[config.mk]
export PLATFORM = sky130hd
export DESIGN_NAME = blink_code_diag_mode_selector
export DESIGN_NICKNAME = d
export VERILOG_FILES = /design/src/diag_pkg.sv /design/src/blink_code_diag_mode_selector.sv /design/src/blink_player.sv
export SDC_FILE = /design/constraint.sdc
export NUM_CORES = 1
export LEC_CHECK = 0
export BUFFER_PORTS_ARGS = -buffer_cell sky130_fd_sc_hd__buf_2
export CAP_MARGIN = 20
export CORE_UTILIZATION = 60
export CTS_BUF_LIST = sky130_fd_sc_hd__clkbuf_8
export DETAILED_ROUTE_END_ITERATION = 6
export PLACE_DENSITY = 0.85
export SLEW_MARGIN = 25
export SYNTH_ARGS = -nofsm -noshare
export SYNTH_HDL_FRONTEND = slang
export SYNTH_HIERARCHICAL = 1
export SYNTH_SLANG_ARGS = --single-unit
[constraint.sdc]
create_clock -name clk_in -period 2.9 [get_ports clk_in]
set_clock_uncertainty 0.05 [all_clocks]
set_input_delay 0 -clock clk_in [delete_from_list [all_inputs] [get_ports clk_in]]
set_output_delay 0 -clock clk_in [all_outputs]
set_load 0.1 [all_outputs]
[src/diag_pkg.sv]
package diag_pkg;
  // Clock rate in kHz; milliseconds times this give cycles.
  localparam int unsigned CLK_KHZ = 125000;
  // Timing in milliseconds.
  localparam int unsigned PRESS_MIN_MS = 100;
  localparam int unsigned PRESS_MAX_MS = 5000;
  localparam int unsigned GAP_MAX_MS = 2000;
  localparam int unsigned RESPONSE_PAUSE_MS = 3500;
  localparam int unsigned BLINK_ON_MS = 500;
  localparam int unsigned BLINK_OFF_MS = 500;
  localparam int unsigned DIGIT_GAP_MS = 1500;
  localparam int unsigned MSG_GAP_MS = 2500;
  localparam int unsigned END_ON_MS = 5000;
  // Derived cycle counts.
  localparam logic [31:0] PRESS_MIN_CYC = 32'(PRESS_MIN_MS * CLK_KHZ);
  localparam logic [31:0] PRESS_MAX_CYC = 32'(PRESS_MAX_MS * CLK_KHZ);
  localparam logic [31:0] GAP_MAX_CYC = 32'(GAP_MAX_MS * CLK_KHZ);
  localparam logic [31:0] RESPONSE_PAUSE_CYC = 32'(RESPONSE_PAUSE_MS * CLK_KHZ);
  localparam logic [31:0] BLINK_ON_CYC = 32'(BLINK_ON_MS * CLK_KHZ);
  localparam logic [31:0] BLINK_OFF_CYC = 32'(BLINK_OFF_MS * CLK_KHZ);
  localparam logic [31:0] DIGIT_GAP_CYC = 32'(DIGIT_GAP_MS * CLK_KHZ);
  localparam logic [31:0] MSG_GAP_CYC = 32'(MSG_GAP_MS * CLK_KHZ);
  localparam logic [31:0] END_ON_CYC = 32'(END_ON_MS * CLK_KHZ);
  // Mode press counts.
  localparam logic [4:0] PRESSES_ACTIVE = 5'h01;
  localparam logic [4:0] PRESSES_INACTIVE = 5'h02;
  localparam logic [4:0] PRESSES_CLEAR = 5'h03;
  localparam logic [4:0] PRESSES_CONFIG = 5'h04;
  localparam logic [4:0] PRESSES_TEST = 5'h05;
  localparam logic [4:0] PRESSES_RECONFIG = 5'h07;
  // Code pair for an empty store.
  localparam logic [4:0] NO_FAULT_CODE = 5'h01;
  // Configuration change history entry; values arbitrary.
  localparam logic [4:0] CFG_EVENT_FIRST = 5'h1F;
  localparam logic [4:0] CFG_EVENT_SECOND = 5'h01;
  // No entry found.
  localparam logic [5:0] NONE_IDX = 6'h20;
  // Configuration report encodings.
  localparam logic [3:0] SUPPLY_12V = 4'h1;
  localparam logic [3:0] SUPPLY_24V = 4'h2;
  localparam logic [3:0] SENSORS_4 = 4'h4;
  localparam logic [3:0] SENSORS_6 = 4'h6;
  localparam logic [3:0] MODULATORS_4 = 4'h4;
  localparam logic [3:0] MODULATORS_5 = 4'h5;
  localparam logic [3:0] MODULATORS_6 = 4'h6;
  localparam logic [3:0] LAYOUT_SAME = 4'h1;
  localparam logic [3:0] LAYOUT_6S4M = 4'h2;
  localparam logic [3:0] LAYOUT_6S5M = 4'h3;
  localparam logic [3:0] TRACTION_NONE = 4'h2;
  localparam logic [3:0] TRACTION_ENGINE = 4'h3;
  localparam logic [3:0] TRACTION_BRAKE = 4'h4;
  localparam logic [3:0] TRACTION_FULL = 4'h5;
  localparam logic [3:0] RETARDER_NONE = 4'h1;
  localparam logic [3:0] RETARDER_NETWORK = 4'h2;
  localparam logic [3:0] RETARDER_RELAY = 4'h3;
  localparam logic [3:0] RETARDER_BOTH = 4'h4;

  // What follows the last blink of a digit.
  typedef enum logic [1:0] {
    TAIL_DIGIT = 2'b00,
    TAIL_MSG = 2'b01,
    TAIL_END = 2'b10
  } tail_t;

  // What the lamp is reporting.
  typedef enum logic [1:0] {
    REP_ACTIVE = 2'b00,
    REP_INACTIVE = 2'b01,
    REP_CONFIG = 2'b10,
    REP_CONFIRM = 2'b11
  } rep_t;

  // One trouble code: two digits and a wheel speed sensor flag.
  typedef struct packed {
    logic valid;
    logic wss;
    logic [4:0] first;
    logic [4:0] second;
  } fault_t;

  // Configuration report digits in order.
  typedef struct packed {
    logic [3:0] supply;
    logic [3:0] sensors;
    logic [3:0] modulators;
    logic [3:0] layout;
    logic [3:0] traction;
    logic [3:0] retarder;
  } cfg_report_t;

  localparam cfg_report_t FITTED_CFG = '{SUPPLY_24V, SENSORS_6, MODULATORS_6, LAYOUT_SAME, TRACTION_FULL,
                                         RETARDER_NONE};
endpackage : diag_pkg

[src/blink_code_diag_mode_selector.sv]
// What this block does
// Press count picks mode: 1 active, 2 inactive, 3 clear, 4 config, 5 test.
// Reconfiguration needs switch held at power-up, released, then seven presses.
// Active report shows each fault as a two-digit message.
// Power cycle clears active codes except wheel speed sensor codes.
// Sensor codes clear after power cycle plus valid speed on all sensors.
// Three presses clear all active codes.
// Cleared codes and configuration changes are written into the history store.
// Two presses report every inactive code held in history.
// Tool command clears sensor codes without any wheel speed seen.
// Test mode disables traction control, survives power cycles, tool can clear.
// Three presses also end the blink code session.
// Four presses report six configuration digits in fixed order.
// First four digits encode supply, sensor count, modulator count, layout.
// Fifth digit encodes traction control: 2 none, 3 engine, 4 brake, 5 both.
// Sixth digit encodes retarder: 1 none, 2 network, 3 relay, 4 both.
// Fitted configuration reports 2-6-6-1-5-1.
// Press counts if 0.1 s to under 5 s; 5 s hold is switch fault. Presses after the first are timed from the previous release.
// Gaps over two seconds end the press sequence.
// Response starts 3.5 s after the last press.
// Blinks 0.5 s on/off, 1.5 s digit gap, 2.5 s message gap, 5 s end.
// Unlisted press counts select nothing and return to normal operation.
`timescale 1ns/1ns
module blink_code_diag_mode_selector #(
  parameter int ACT_DEPTH = 8,
  parameter int HIST_DEPTH = 16,
  parameter diag_pkg::cfg_report_t CFG_REPORT = diag_pkg::FITTED_CFG,
  parameter logic [31:0] PRESS_MIN_CYC = diag_pkg::PRESS_MIN_CYC,
  parameter logic [31:0] PRESS_MAX_CYC = diag_pkg::PRESS_MAX_CYC,
  parameter logic [31:0] GAP_MAX_CYC = diag_pkg::GAP_MAX_CYC,
  parameter logic [31:0] RESPONSE_PAUSE_CYC = diag_pkg::RESPONSE_PAUSE_CYC,
  parameter logic [31:0] BLINK_ON_CYC = diag_pkg::BLINK_ON_CYC,
  parameter logic [31:0] BLINK_OFF_CYC = diag_pkg::BLINK_OFF_CYC,
  parameter logic [31:0] DIGIT_GAP_CYC = diag_pkg::DIGIT_GAP_CYC,
  parameter logic [31:0] MSG_GAP_CYC = diag_pkg::MSG_GAP_CYC,
  parameter logic [31:0] END_ON_CYC = diag_pkg::END_ON_CYC
) (
  // Clock and reset.
  input wire logic clk_in,
  input wire logic reset_in,
  // Technician switch, power and vehicle state.
  input wire logic switch_in,
  input wire logic ignition_on_in,
  input wire logic vehicle_moving_in,
  input wire logic wheel_speed_valid_in,
  // Fault and event sources.
  input wire diag_pkg::fault_t new_fault_in,
  input wire logic config_change_in,
  // External diagnostic tool commands.
  input wire logic tool_clear_in,
  input wire logic tool_test_set_in,
  input wire logic tool_test_clear_in,
  // Lamp and status.
  output logic lamp_out,
  output logic switch_fault_out,
  output logic test_mode_out,
  output logic traction_control_enable_out,
  output logic reconfig_mode_out
);
  localparam int AW = $clog2(ACT_DEPTH);
  localparam int HW = $clog2(HIST_DEPTH);

  typedef enum logic [2:0] {
    S_IDLE = 3'b000,
    S_PRESS = 3'b001,
    S_STUCK = 3'b010,
    S_GAP = 3'b011,
    S_DIGIT = 3'b100,
    S_WAIT = 3'b101
  } state_t;

  // Lowest set bit of mask at or above from.
  function automatic logic [5:0] next_set(input logic [31:0] mask, input logic [5:0] from);
    logic [5:0] r;
    r = diag_pkg::NONE_IDX;
    for (int i = 31; i >= 0; i--) begin
      if (mask[i] && (6'(i) >= from)) begin
        r = 6'(i);
      end
    end
    return r;
  endfunction : next_set

  // Configuration report digit at a position.
  function automatic logic [4:0] cfg_digit(input diag_pkg::cfg_report_t c, input logic [2:0] p);
    logic [3:0] d;
    case (p)
      3'h0: d = c.supply;
      3'h1: d = c.sensors;
      3'h2: d = c.modulators;
      3'h3: d = c.layout;
      3'h4: d = c.traction;
      default: d = c.retarder;
    endcase
    return {1'b0, d};
  endfunction : cfg_digit

  state_t state;
  logic switch_q;
  logic [31:0] tmr;
  logic [4:0] presses;
  logic reconfig_armed;
  diag_pkg::fault_t act [ACT_DEPTH];
  diag_pkg::fault_t hist [HIST_DEPTH];
  logic [HW-1:0] hist_wr;
  logic [ACT_DEPTH-1:0] clr_mask;
  logic [ACT_DEPTH-1:0] hold_mask;
  logic cfg_pending;
  diag_pkg::rep_t rep;
  logic [5:0] idx;
  logic [2:0] pos;
  logic blink_done;

  logic rise, released, press_ok, stuck, dispatch, closed;
  logic [ACT_DEPTH-1:0] act_mask, wss_mask, set_mask, ins_hot, drain_hot;
  logic [31:0] hist_mask, cur_mask;
  logic [5:0] free_idx, drain_idx, first_idx, after_idx;
  logic dup, insert, drain;
  logic [4:0] digit;
  logic last_in_msg, last_msg;
  diag_pkg::tail_t tail;
  diag_pkg::fault_t cur;
  logic next_test_mode;

  // Switch events and press timing.
  always_comb begin
    rise = switch_in && !switch_q;
    released = (state == S_PRESS) && !switch_in;
    press_ok = released && (tmr + 32'h0000_0001 >= PRESS_MIN_CYC) && !vehicle_moving_in;
    stuck = (state == S_PRESS) && switch_in && (tmr == PRESS_MAX_CYC - 32'h0000_0001);
    closed = tmr >= GAP_MAX_CYC;
    dispatch = (state == S_GAP) && (tmr == RESPONSE_PAUSE_CYC - 32'h0000_0001) && !vehicle_moving_in;
  end

  // Store occupancy and clear requests.
  always_comb begin
    dup = 1'b0;
    hist_mask = 32'h0000_0000;
    for (int i = 0; i < ACT_DEPTH; i++) begin
      act_mask[i] = act[i].valid;
      wss_mask[i] = act[i].wss;
      if (act[i].valid && (act[i].first == new_fault_in.first) && (act[i].second == new_fault_in.second)) begin
        dup = 1'b1;
      end
    end
    for (int i = 0; i < HIST_DEPTH; i++) begin
      hist_mask[i] = hist[i].valid;
    end
    free_idx = next_set(32'({~act_mask}), 6'h00);
    insert = new_fault_in.valid && !dup && (free_idx != diag_pkg::NONE_IDX);
    ins_hot = insert ? ACT_DEPTH'(1) << free_idx[AW-1:0] : '0;
    set_mask = '0;
    if ((dispatch && (presses == diag_pkg::PRESSES_CLEAR)) || tool_clear_in) begin
      set_mask = act_mask;
    end
    if (ignition_on_in) begin
      set_mask = set_mask | (act_mask & ~wss_mask);
    end
    if (wheel_speed_valid_in) begin
      set_mask = set_mask | (act_mask & hold_mask);
    end
    drain_idx = next_set(32'(clr_mask & act_mask), 6'h00);
    drain = drain_idx != diag_pkg::NONE_IDX;
    drain_hot = drain ? ACT_DEPTH'(1) << drain_idx[AW-1:0] : '0;
  end

  // Digit due on the lamp.
  always_comb begin
    cur_mask = (rep == diag_pkg::REP_ACTIVE) ? 32'(act_mask) : hist_mask;
    first_idx = next_set(cur_mask, 6'h00);
    after_idx = next_set(cur_mask, idx + 6'h01);
    cur = '{1'b1, 1'b0, diag_pkg::NO_FAULT_CODE, diag_pkg::NO_FAULT_CODE};
    if (idx != diag_pkg::NONE_IDX) begin
      cur = (rep == diag_pkg::REP_ACTIVE) ? act[idx[AW-1:0]] : hist[idx[HW-1:0]];
    end
    digit = 5'h00;
    last_in_msg = 1'b1;
    last_msg = 1'b1;
    unique case (rep)
      diag_pkg::REP_ACTIVE, diag_pkg::REP_INACTIVE: begin
        digit = (pos == 3'h0) ? cur.first : cur.second;
        last_in_msg = pos == 3'h1;
        last_msg = (idx == diag_pkg::NONE_IDX) || (after_idx == diag_pkg::NONE_IDX);
      end
      diag_pkg::REP_CONFIG: begin
        digit = cfg_digit(CFG_REPORT, pos);
        last_in_msg = pos == 3'h5;
      end
      diag_pkg::REP_CONFIRM: begin
        digit = 5'h00;
      end
    endcase
    tail = last_in_msg ? (last_msg ? diag_pkg::TAIL_END : diag_pkg::TAIL_MSG) : diag_pkg::TAIL_DIGIT;
  end

  // Sequence state: press, gap, and playback.
  always_ff @(posedge clk_in) begin
    if (reset_in) begin
      state <= S_IDLE;
      switch_q <= 1'b0;
    end else begin
      switch_q <= switch_in;
      if (vehicle_moving_in && (state != S_STUCK)) begin
        state <= S_IDLE;
      end else if (ignition_on_in) begin
        state <= S_IDLE;
      end else begin
        unique case (state)
          S_IDLE: state <= rise ? S_PRESS : S_IDLE;
          S_PRESS: state <= stuck ? S_STUCK : (released ? S_GAP : S_PRESS);
          S_STUCK: state <= switch_in ? S_STUCK : S_IDLE;
          S_GAP: begin
            if (rise && !closed) begin
              state <= S_PRESS;
            end else if (dispatch) begin
              // Unlisted counts select nothing.
              unique case (presses)
                diag_pkg::PRESSES_ACTIVE, diag_pkg::PRESSES_INACTIVE, diag_pkg::PRESSES_CONFIG,
                diag_pkg::PRESSES_CLEAR, diag_pkg::PRESSES_TEST: state <= S_DIGIT;
                default: state <= S_IDLE;
              endcase
            end
          end
          S_DIGIT: state <= S_WAIT;
          S_WAIT: begin
            if (blink_done) begin
              state <= (tail == diag_pkg::TAIL_END) ? S_IDLE : S_DIGIT;
            end
          end
          default: state <= S_IDLE;
        endcase
      end
    end
  end

  // Press, gap and pause timer.
  always_ff @(posedge clk_in) begin
    if (reset_in || (state == S_IDLE) || released) begin
      tmr <= 32'h0000_0000;
    end else if (tmr != 32'hFFFF_FFFF) begin
      tmr <= tmr + 32'h0000_0001;
    end
  end

  // Valid presses in the current sequence.
  always_ff @(posedge clk_in) begin
    if (reset_in || (state == S_IDLE)) begin
      presses <= 5'h00;
    end else if (press_ok && (presses != 5'h1F)) begin
      presses <= presses + 5'h01;
    end
  end

  // Report and position.
  always_ff @(posedge clk_in) begin
    if (reset_in) begin
      rep <= diag_pkg::REP_CONFIRM;
      idx <= diag_pkg::NONE_IDX;
      pos <= 3'h0;
    end else if (dispatch) begin
      pos <= 3'h0;
      unique case (presses)
        diag_pkg::PRESSES_ACTIVE: begin
          rep <= diag_pkg::REP_ACTIVE;
          idx <= next_set(32'(act_mask), 6'h00);
        end
        diag_pkg::PRESSES_INACTIVE: begin
          rep <= diag_pkg::REP_INACTIVE;
          idx <= next_set(hist_mask, 6'h00);
        end
        diag_pkg::PRESSES_CONFIG: rep <= diag_pkg::REP_CONFIG;
        default: rep <= diag_pkg::REP_CONFIRM;
      endcase
    end else if ((state == S_WAIT) && blink_done) begin
      if (last_in_msg) begin
        pos <= 3'h0;
        idx <= after_idx;
      end else begin
        pos <= pos + 3'h1;
      end
    end
  end

  // Active fault store.
  always_ff @(posedge clk_in) begin
    if (reset_in) begin
      for (int i = 0; i < ACT_DEPTH; i++) begin
        act[i] <= '0;
      end
    end else begin
      if (drain) begin
        act[drain_idx[AW-1:0]].valid <= 1'b0;
      end
      if (insert) begin
        act[free_idx[AW-1:0]] <= '{1'b1, new_fault_in.wss, new_fault_in.first, new_fault_in.second};
      end
    end
  end

  // Pending clears; a new request wins over a drain.
  always_ff @(posedge clk_in) begin
    if (reset_in) begin
      clr_mask <= '0;
    end else begin
      clr_mask <= (clr_mask & ~drain_hot & ~ins_hot) | set_mask;
    end
  end

  // Sensor codes at power-up wait for wheel speed.
  always_ff @(posedge clk_in) begin
    if (reset_in) begin
      hold_mask <= '0;
    end else begin
      hold_mask <= (hold_mask & ~drain_hot & ~ins_hot) | (ignition_on_in ? act_mask & wss_mask : '0);
    end
  end

  // History store: cleared codes before configuration events.
  always_ff @(posedge clk_in) begin
    if (reset_in) begin
      hist_wr <= '0;
      for (int i = 0; i < HIST_DEPTH; i++) begin
        hist[i] <= '0;
      end
    end else if (drain) begin
      hist[hist_wr] <= act[drain_idx[AW-1:0]];
      hist_wr <= hist_wr + HW'(1);
    end else if (cfg_pending) begin
      hist[hist_wr] <= '{1'b1, 1'b0, diag_pkg::CFG_EVENT_FIRST, diag_pkg::CFG_EVENT_SECOND};
      hist_wr <= hist_wr + HW'(1);
    end
  end

  // Configuration event to log; a new change wins.
  always_ff @(posedge clk_in) begin
    if (reset_in) begin
      cfg_pending <= 1'b0;
    end else begin
      cfg_pending <= config_change_in || (cfg_pending && drain);
    end
  end

  // Switch fault stays until power returns; a new fault wins.
  always_ff @(posedge clk_in) begin
    if (reset_in) begin
      switch_fault_out <= 1'b0;
    end else begin
      switch_fault_out <= stuck || (switch_fault_out && !ignition_on_in);
    end
  end

  // Switch held at power-up arms reconfiguration.
  always_ff @(posedge clk_in) begin
    if (reset_in) begin
      reconfig_armed <= 1'b0;
      reconfig_mode_out <= 1'b0;
    end else if (ignition_on_in) begin
      reconfig_armed <= switch_in;
      reconfig_mode_out <= 1'b0;
    end else if (dispatch) begin
      reconfig_armed <= 1'b0;
      if (reconfig_armed && (presses == diag_pkg::PRESSES_RECONFIG)) begin
        reconfig_mode_out <= 1'b1;
      end
    end
  end

  // Test mode survives power cycles; tool clear wins.
  always_comb begin
    next_test_mode = test_mode_out;
    if (tool_test_set_in || (dispatch && (presses == diag_pkg::PRESSES_TEST))) begin
      next_test_mode = 1'b1;
    end
    if (tool_test_clear_in) begin
      next_test_mode = 1'b0;
    end
  end

  // Test mode disables traction control.
  always_ff @(posedge clk_in) begin
    if (reset_in) begin
      test_mode_out <= 1'b0;
      traction_control_enable_out <= 1'b1;
    end else begin
      test_mode_out <= next_test_mode;
      traction_control_enable_out <= !next_test_mode;
    end
  end

  // Lamp sequencer.
  blink_player #(
    .ON_CYC(BLINK_ON_CYC),
    .OFF_CYC(BLINK_OFF_CYC),
    .DIGIT_GAP_CYC(DIGIT_GAP_CYC),
    .MSG_GAP_CYC(MSG_GAP_CYC),
    .END_CYC(END_ON_CYC)
  ) u_blink (
    .clk_in(clk_in),
    .reset_in(reset_in),
    .start_in(state == S_DIGIT),
    .abort_in(vehicle_moving_in),
    .count_in(digit),
    .tail_in(tail),
    .lamp_out(lamp_out),
    .done_out(blink_done)
  );
endmodule : blink_code_diag_mode_selector

[src/blink_player.sv]
`timescale 1ns/1ns
module blink_player #(
  parameter logic [31:0] ON_CYC = diag_pkg::BLINK_ON_CYC,
  parameter logic [31:0] OFF_CYC = diag_pkg::BLINK_OFF_CYC,
  parameter logic [31:0] DIGIT_GAP_CYC = diag_pkg::DIGIT_GAP_CYC,
  parameter logic [31:0] MSG_GAP_CYC = diag_pkg::MSG_GAP_CYC,
  parameter logic [31:0] END_CYC = diag_pkg::END_ON_CYC
) (
  // Clock and reset.
  input wire logic clk_in,
  input wire logic reset_in,
  // Digit request.
  input wire logic start_in,
  input wire logic abort_in,
  input wire logic [4:0] count_in,
  input wire diag_pkg::tail_t tail_in,
  // Lamp and completion.
  output logic lamp_out,
  output logic done_out
);
  typedef enum logic [2:0] {
    B_IDLE = 3'b000,
    B_ON = 3'b001,
    B_OFF = 3'b010,
    B_TAIL = 3'b011,
    B_HOLD = 3'b100
  } bstate_t;

  bstate_t state;
  logic [31:0] t;
  logic [4:0] left;
  diag_pkg::tail_t tail;
  logic [31:0] tail_len;

  // Digit gap inside a message, message gap otherwise.
  always_comb begin
    tail_len = (tail == diag_pkg::TAIL_DIGIT) ? DIGIT_GAP_CYC : MSG_GAP_CYC;
  end

  // Blinks of one digit, its pause and the closing hold.
  always_ff @(posedge clk_in) begin
    if (reset_in || abort_in) begin
      state <= B_IDLE;
      t <= 32'h0000_0000;
      left <= 5'h00;
      tail <= diag_pkg::TAIL_DIGIT;
    end else begin
      unique case (state)
        B_IDLE: begin
          if (start_in) begin
            t <= 32'h0000_0000;
            left <= count_in;
            tail <= tail_in;
            state <= (count_in == 5'h00) ? B_TAIL : B_ON;
          end
        end
        B_ON: begin
          if (t == ON_CYC - 32'h0000_0001) begin
            t <= 32'h0000_0000;
            left <= left - 5'h01;
            state <= (left == 5'h01) ? B_TAIL : B_OFF;
          end else begin
            t <= t + 32'h0000_0001;
          end
        end
        B_OFF: begin
          if (t == OFF_CYC - 32'h0000_0001) begin
            t <= 32'h0000_0000;
            state <= B_ON;
          end else begin
            t <= t + 32'h0000_0001;
          end
        end
        B_TAIL: begin
          if (t == tail_len - 32'h0000_0001) begin
            t <= 32'h0000_0000;
            state <= (tail == diag_pkg::TAIL_END) ? B_HOLD : B_IDLE;
          end else begin
            t <= t + 32'h0000_0001;
          end
        end
        B_HOLD: begin
          if (t == END_CYC - 32'h0000_0001) begin
            t <= 32'h0000_0000;
            state <= B_IDLE;
          end else begin
            t <= t + 32'h0000_0001;
          end
        end
        default: begin
          state <= B_IDLE;
        end
      endcase
    end
  end

  // Lamp lit in each blink and the closing hold.
  always_ff @(posedge clk_in) begin
    if (reset_in) begin
      lamp_out <= 1'b0;
    end else begin
      lamp_out <= (state == B_ON) || (state == B_HOLD);
    end
  end

  // Pulse when the digit and its tail are over.
  always_ff @(posedge clk_in) begin
    if (reset_in) begin
      done_out <= 1'b0;
    end else begin
      done_out <= !abort_in && (((state == B_TAIL) && (tail != diag_pkg::TAIL_END) && (t == tail_len - 32'h0000_0001)) ||
                                ((state == B_HOLD) && (t == END_CYC - 32'h0000_0001)));
    end
  end
endmodule : blink_player

==> results.yml <==
run:
  max_cap_viol_count: 0
worst_setup_path:
  cp.arrival_ns: 3.58
  worst_setup_path_end_kind: "flip-flop"
  crit_fanout: 7
  cp_top_family: "multiplexers"
  crit_buf_inv: 2
  timing.critical_path.slowest_stage_cell: "mux4_2"
  cp.required_ns: 3.38
  critPathMostFrequentCell: "mux4_2"
  cp_slowest_stage_delay_ns: 0.51
  start_kind: "flip-flop"
  worstSetupPathType: "flip-flop to flip-flop"
  worstPathCellList: "buf_16 > bufbuf_16 > mux4_2 > mux4_2 > mux2i_4 > a211oi_2 > nor2_1 > a21oi_2 > or4_1 > o21ai_1"
synth:
  syn_area_per_cell_sq_um: 10.1
  synthesis.nets: 2246
  synth_cell_type_count: 96
  ys_ff_latch: 397
  ys.flop_type: "edfxtp_1"
  synth_edf_count: 264
  ys_seq_area_frac: 0.477
  postSynthCellCount: 2202
  yosys_warnings: 6
  async_flop_share: 0
  synth_area_sq_mm: 0.0222
grt:
  grt-ovfl-total: 0
  grt_max_degree: 39
  grt_pass1_wl_microns: 102000
  grt_use_met1: 0.448
  track_usage: 0.346
  gr-usage-met3: 0.0604
  antenna_found_initial: 0
  first_global_vias: 18600
  grt.met2_usage: 0.568
  busiest_layer: "met2"
clock_network:
  clock_latency_ns: 0.65
  cts_max_level: 3
  cts_max_path_buffers: 3
  cts.sinks: 397
  cts_buffers: 67
  path_clk_slew_ns: 0.06
  cts_tree: "built"
  root_buffer: "clkbuf_8"
place:
  portBuffers: 26
  dp_cells: 2741
  dp_hpwl_microns: 45400
  place.gp.congestion: 0.966
sta:
  hold_slack_ns: 0.0640
  setup_ws_ns: -0.196
  relSlewSlack: 0.543
  rsz0062_at_grt: "yes"
  tightestPinTransition_ns: 0.686
  slew_violations: 0
  fmax_ghz: 0.323
  fin_crit_ns: 3.10
  hold_viol: 0
  timing.final.crit_share: 1.07
  setup_viol: 1
routing:
  drt-pass1-iter-count: 6
  wl_per_cell_microns: 22.6
  route.vias.total: 18969
  drc_errors: 0
  dr.first_iter.drc_count: 1701
  antenna_left: 0
  viasPerCell: 6.55
  drt-total-wl_microns: 65300
floorplan:
  io_pins: 27
  die_width_microns: 194
  core_sq_mm: 0.0365
  num_rows: 70
  dieArea_sq_mm: 0.0378
  die_h_microns: 194
  start_util: 0.608
finish:
  synthToLayoutAreaGrowth_pct: 16.9
  instances_no_fill: 2896
  num_antenna_cells: 0
  n_fill_cell: 2574
  layout-drive-gt1-share: 0.206
  nets: 2419
power_and_ir_drop:
  peakVddDrop_mv: 0.361
  pwr_density_cell_mw_per_mm2: 473
  total_leakage_power_nw: 9.56
run_status:
  outcome: "finished with violations"
  failed_checks: "negative setup slack"
min_path:
  hp-start: "tool_test_clear_in"
  hp-class: "primary input to flip-flop"
worst paths after layout:
kind	end	slack [ns]	depth (start not counted)
max	u_blink/state[1]$_SDFFE_PP0P_	-0.20	10
min	traction_control_enable_out$_SDFF_PP1_	0.06	3
max reg2reg	u_blink/state[1]$_SDFFE_PP0P_	-0.20	10
min reg2reg	hold_mask[5]$_SDFF_PP0_	0.41	2
through the flow:
stage                     TNS [ns]  setup slack (ns)  power (W)  utilization  area (sq um)
final                       -0.196            -0.196     0.0123        0.711         26000
after global routing        -0.442            -0.300     0.0126        0.711         26000
after CTS                   -0.179            -0.173     0.0123        0.707         25800
after detailed placement    -0.139            -0.139    0.00742        0.660         24100
after global placement      -0.150            -0.150    0.00738        0.660         24100
after floorplan                  0            0.0111    0.00696            -         22200
synthesized netlist by cell type (10+ instances only):
master | count | area [sq um]
a31oi_1 | 19 | 119
inv_1 | 58 | 218
and3_1 | 32 | 200
dfxtp_1 | 133 | 2660
nor2_1 | 275 | 1030
nand4_1 | 49 | 307
o21ai_0 | 92 | 460
a221oi_1 | 11 | 96.3
a211o_1 | 10 | 87.6
mux2i_1 | 12 | 120
nand3_1 | 121 | 606
nor4_1 | 20 | 125
buf_2 | 57 | 285
nor4b_1 | 12 | 105
or3_1 | 18 | 113
and2_1 | 101 | 632
nand2_1 | 182 | 683
or2_2 | 10 | 62.6
nor3_1 | 48 | 240
a211oi_1 | 20 | 150
clkbuf_1 | 102 | 383
xnor2_1 | 95 | 832
ha_1 | 22 | 275
nor3b_1 | 13 | 97.6
a21oi_1 | 91 | 455
edfxtp_1 | 264 | 7930
a21o_1 | 16 | 120
mux4_2 | 75 | 1690
nor2b_1 | 20 | 125
xor2_1 | 24 | 210
cell usage in the layout, fill, tap and decap left out, drive strengths merged, types with 11 or more instances in the layout:
cell / Yosys / layout
and3: 32 / 32
nor2: 275 / 275
and2: 101 / 101
xor2: 24 / 24
or2: 11 / 11
xnor2: 95 / 95
dlygate4sd3: 0 / 24
nor4b: 12 / 12
or3: 18 / 18
nor2b: 20 / 20
ha: 22 / 22
nand4: 50 / 50
nor4: 23 / 23
edfxtp: 264 / 264
nor3b: 14 / 14
mux4: 75 / 75
a311oi: 14 / 14
dfxtp: 133 / 133
buf: 73 / 252
a211oi: 20 / 20
nand3: 123 / 123
mux2i: 12 / 12
nor3: 49 / 49
clkinv: 0 / 20
a221oi: 11 / 11
a21o: 16 / 16
inv: 58 / 82
a31oi: 20 / 20
clkbuf: 102 / 78
nand2: 183 / 183
o21ai: 99 / 99
a21oi: 92 / 92
tightest hold or removal path, cell delays in order:
cell           delay (ns)
dlygate4sd3_1        0.52
buf_2                0.10
a211o_1              0.09
sequential cells by signal (all words and copies together) (netlist names), 5 cells and up, named ones only:
register / flops
hold_mask: 8
idx: 5
hist: 176
u_blink/t: 32
presses: 5
clr_mask: 8
u_blink/left: 5
tmr: 32
act: 96
layer usage:
| metal | wire, microns | vias to the layer above |
|---|---|---|
| met5 | 0 | - |
| met4 | 2880 | 0 |
| met3 | 6920 | 244 |
| met2 | 31100 | 1199 |
| met1 | 24400 | 9090 |
| li1 | - | 8436 |
report_power, final:
group          internal, W  switching, W
combinational     0.000432      0.000623
clock              0.00252       0.00239
sequential         0.00620      0.000116
total              0.00915       0.00313
area by class of cell:
| type | instances | area, sq um | area share |
|---|---|---|---|
| clock buffer | 76 | 1050 | 0.0403 |
| multi-input combinational | 1572 | 10800 | 0.415 |
| sequential | 397 | 10600 | 0.408 |
| timing repair buffer | 279 | 2490 | 0.0959 |
| inverter | 58 | 218 | 0.00839 |
| clock inverter | 46 | 253 | 0.00974 |
| tap | 468 | 586 | 0.0226 |
logic make-up after synthesis:
kind of cell             share of synthesized area
AND/OR/NAND/NOR                              0.220
flip-flops                                   0.477
XOR/XNOR                                    0.0469
buffers and inverters                       0.0444
AO/OA/AOI/OAI                                0.115
adder cells (fa/ha/maj)                     0.0124
multiplexers                                0.0847
what timing repair did:
| item | 4_1_cts | 5_1_grt |
|---|---|---|
| endpoints found under the setup margin | 1 | 105 |
| pin swaps | 4 | 5 |
| gates resized for setup | 16 | 19 |
| buffers inserted | 2 | 3 |
| hold buffers | 24 | 0 |
| endpoints found under the hold margin | 131 | 0 |
| gates cloned | 2 | 2 |
Note: power is estimated with default switching activity, not from simulation.
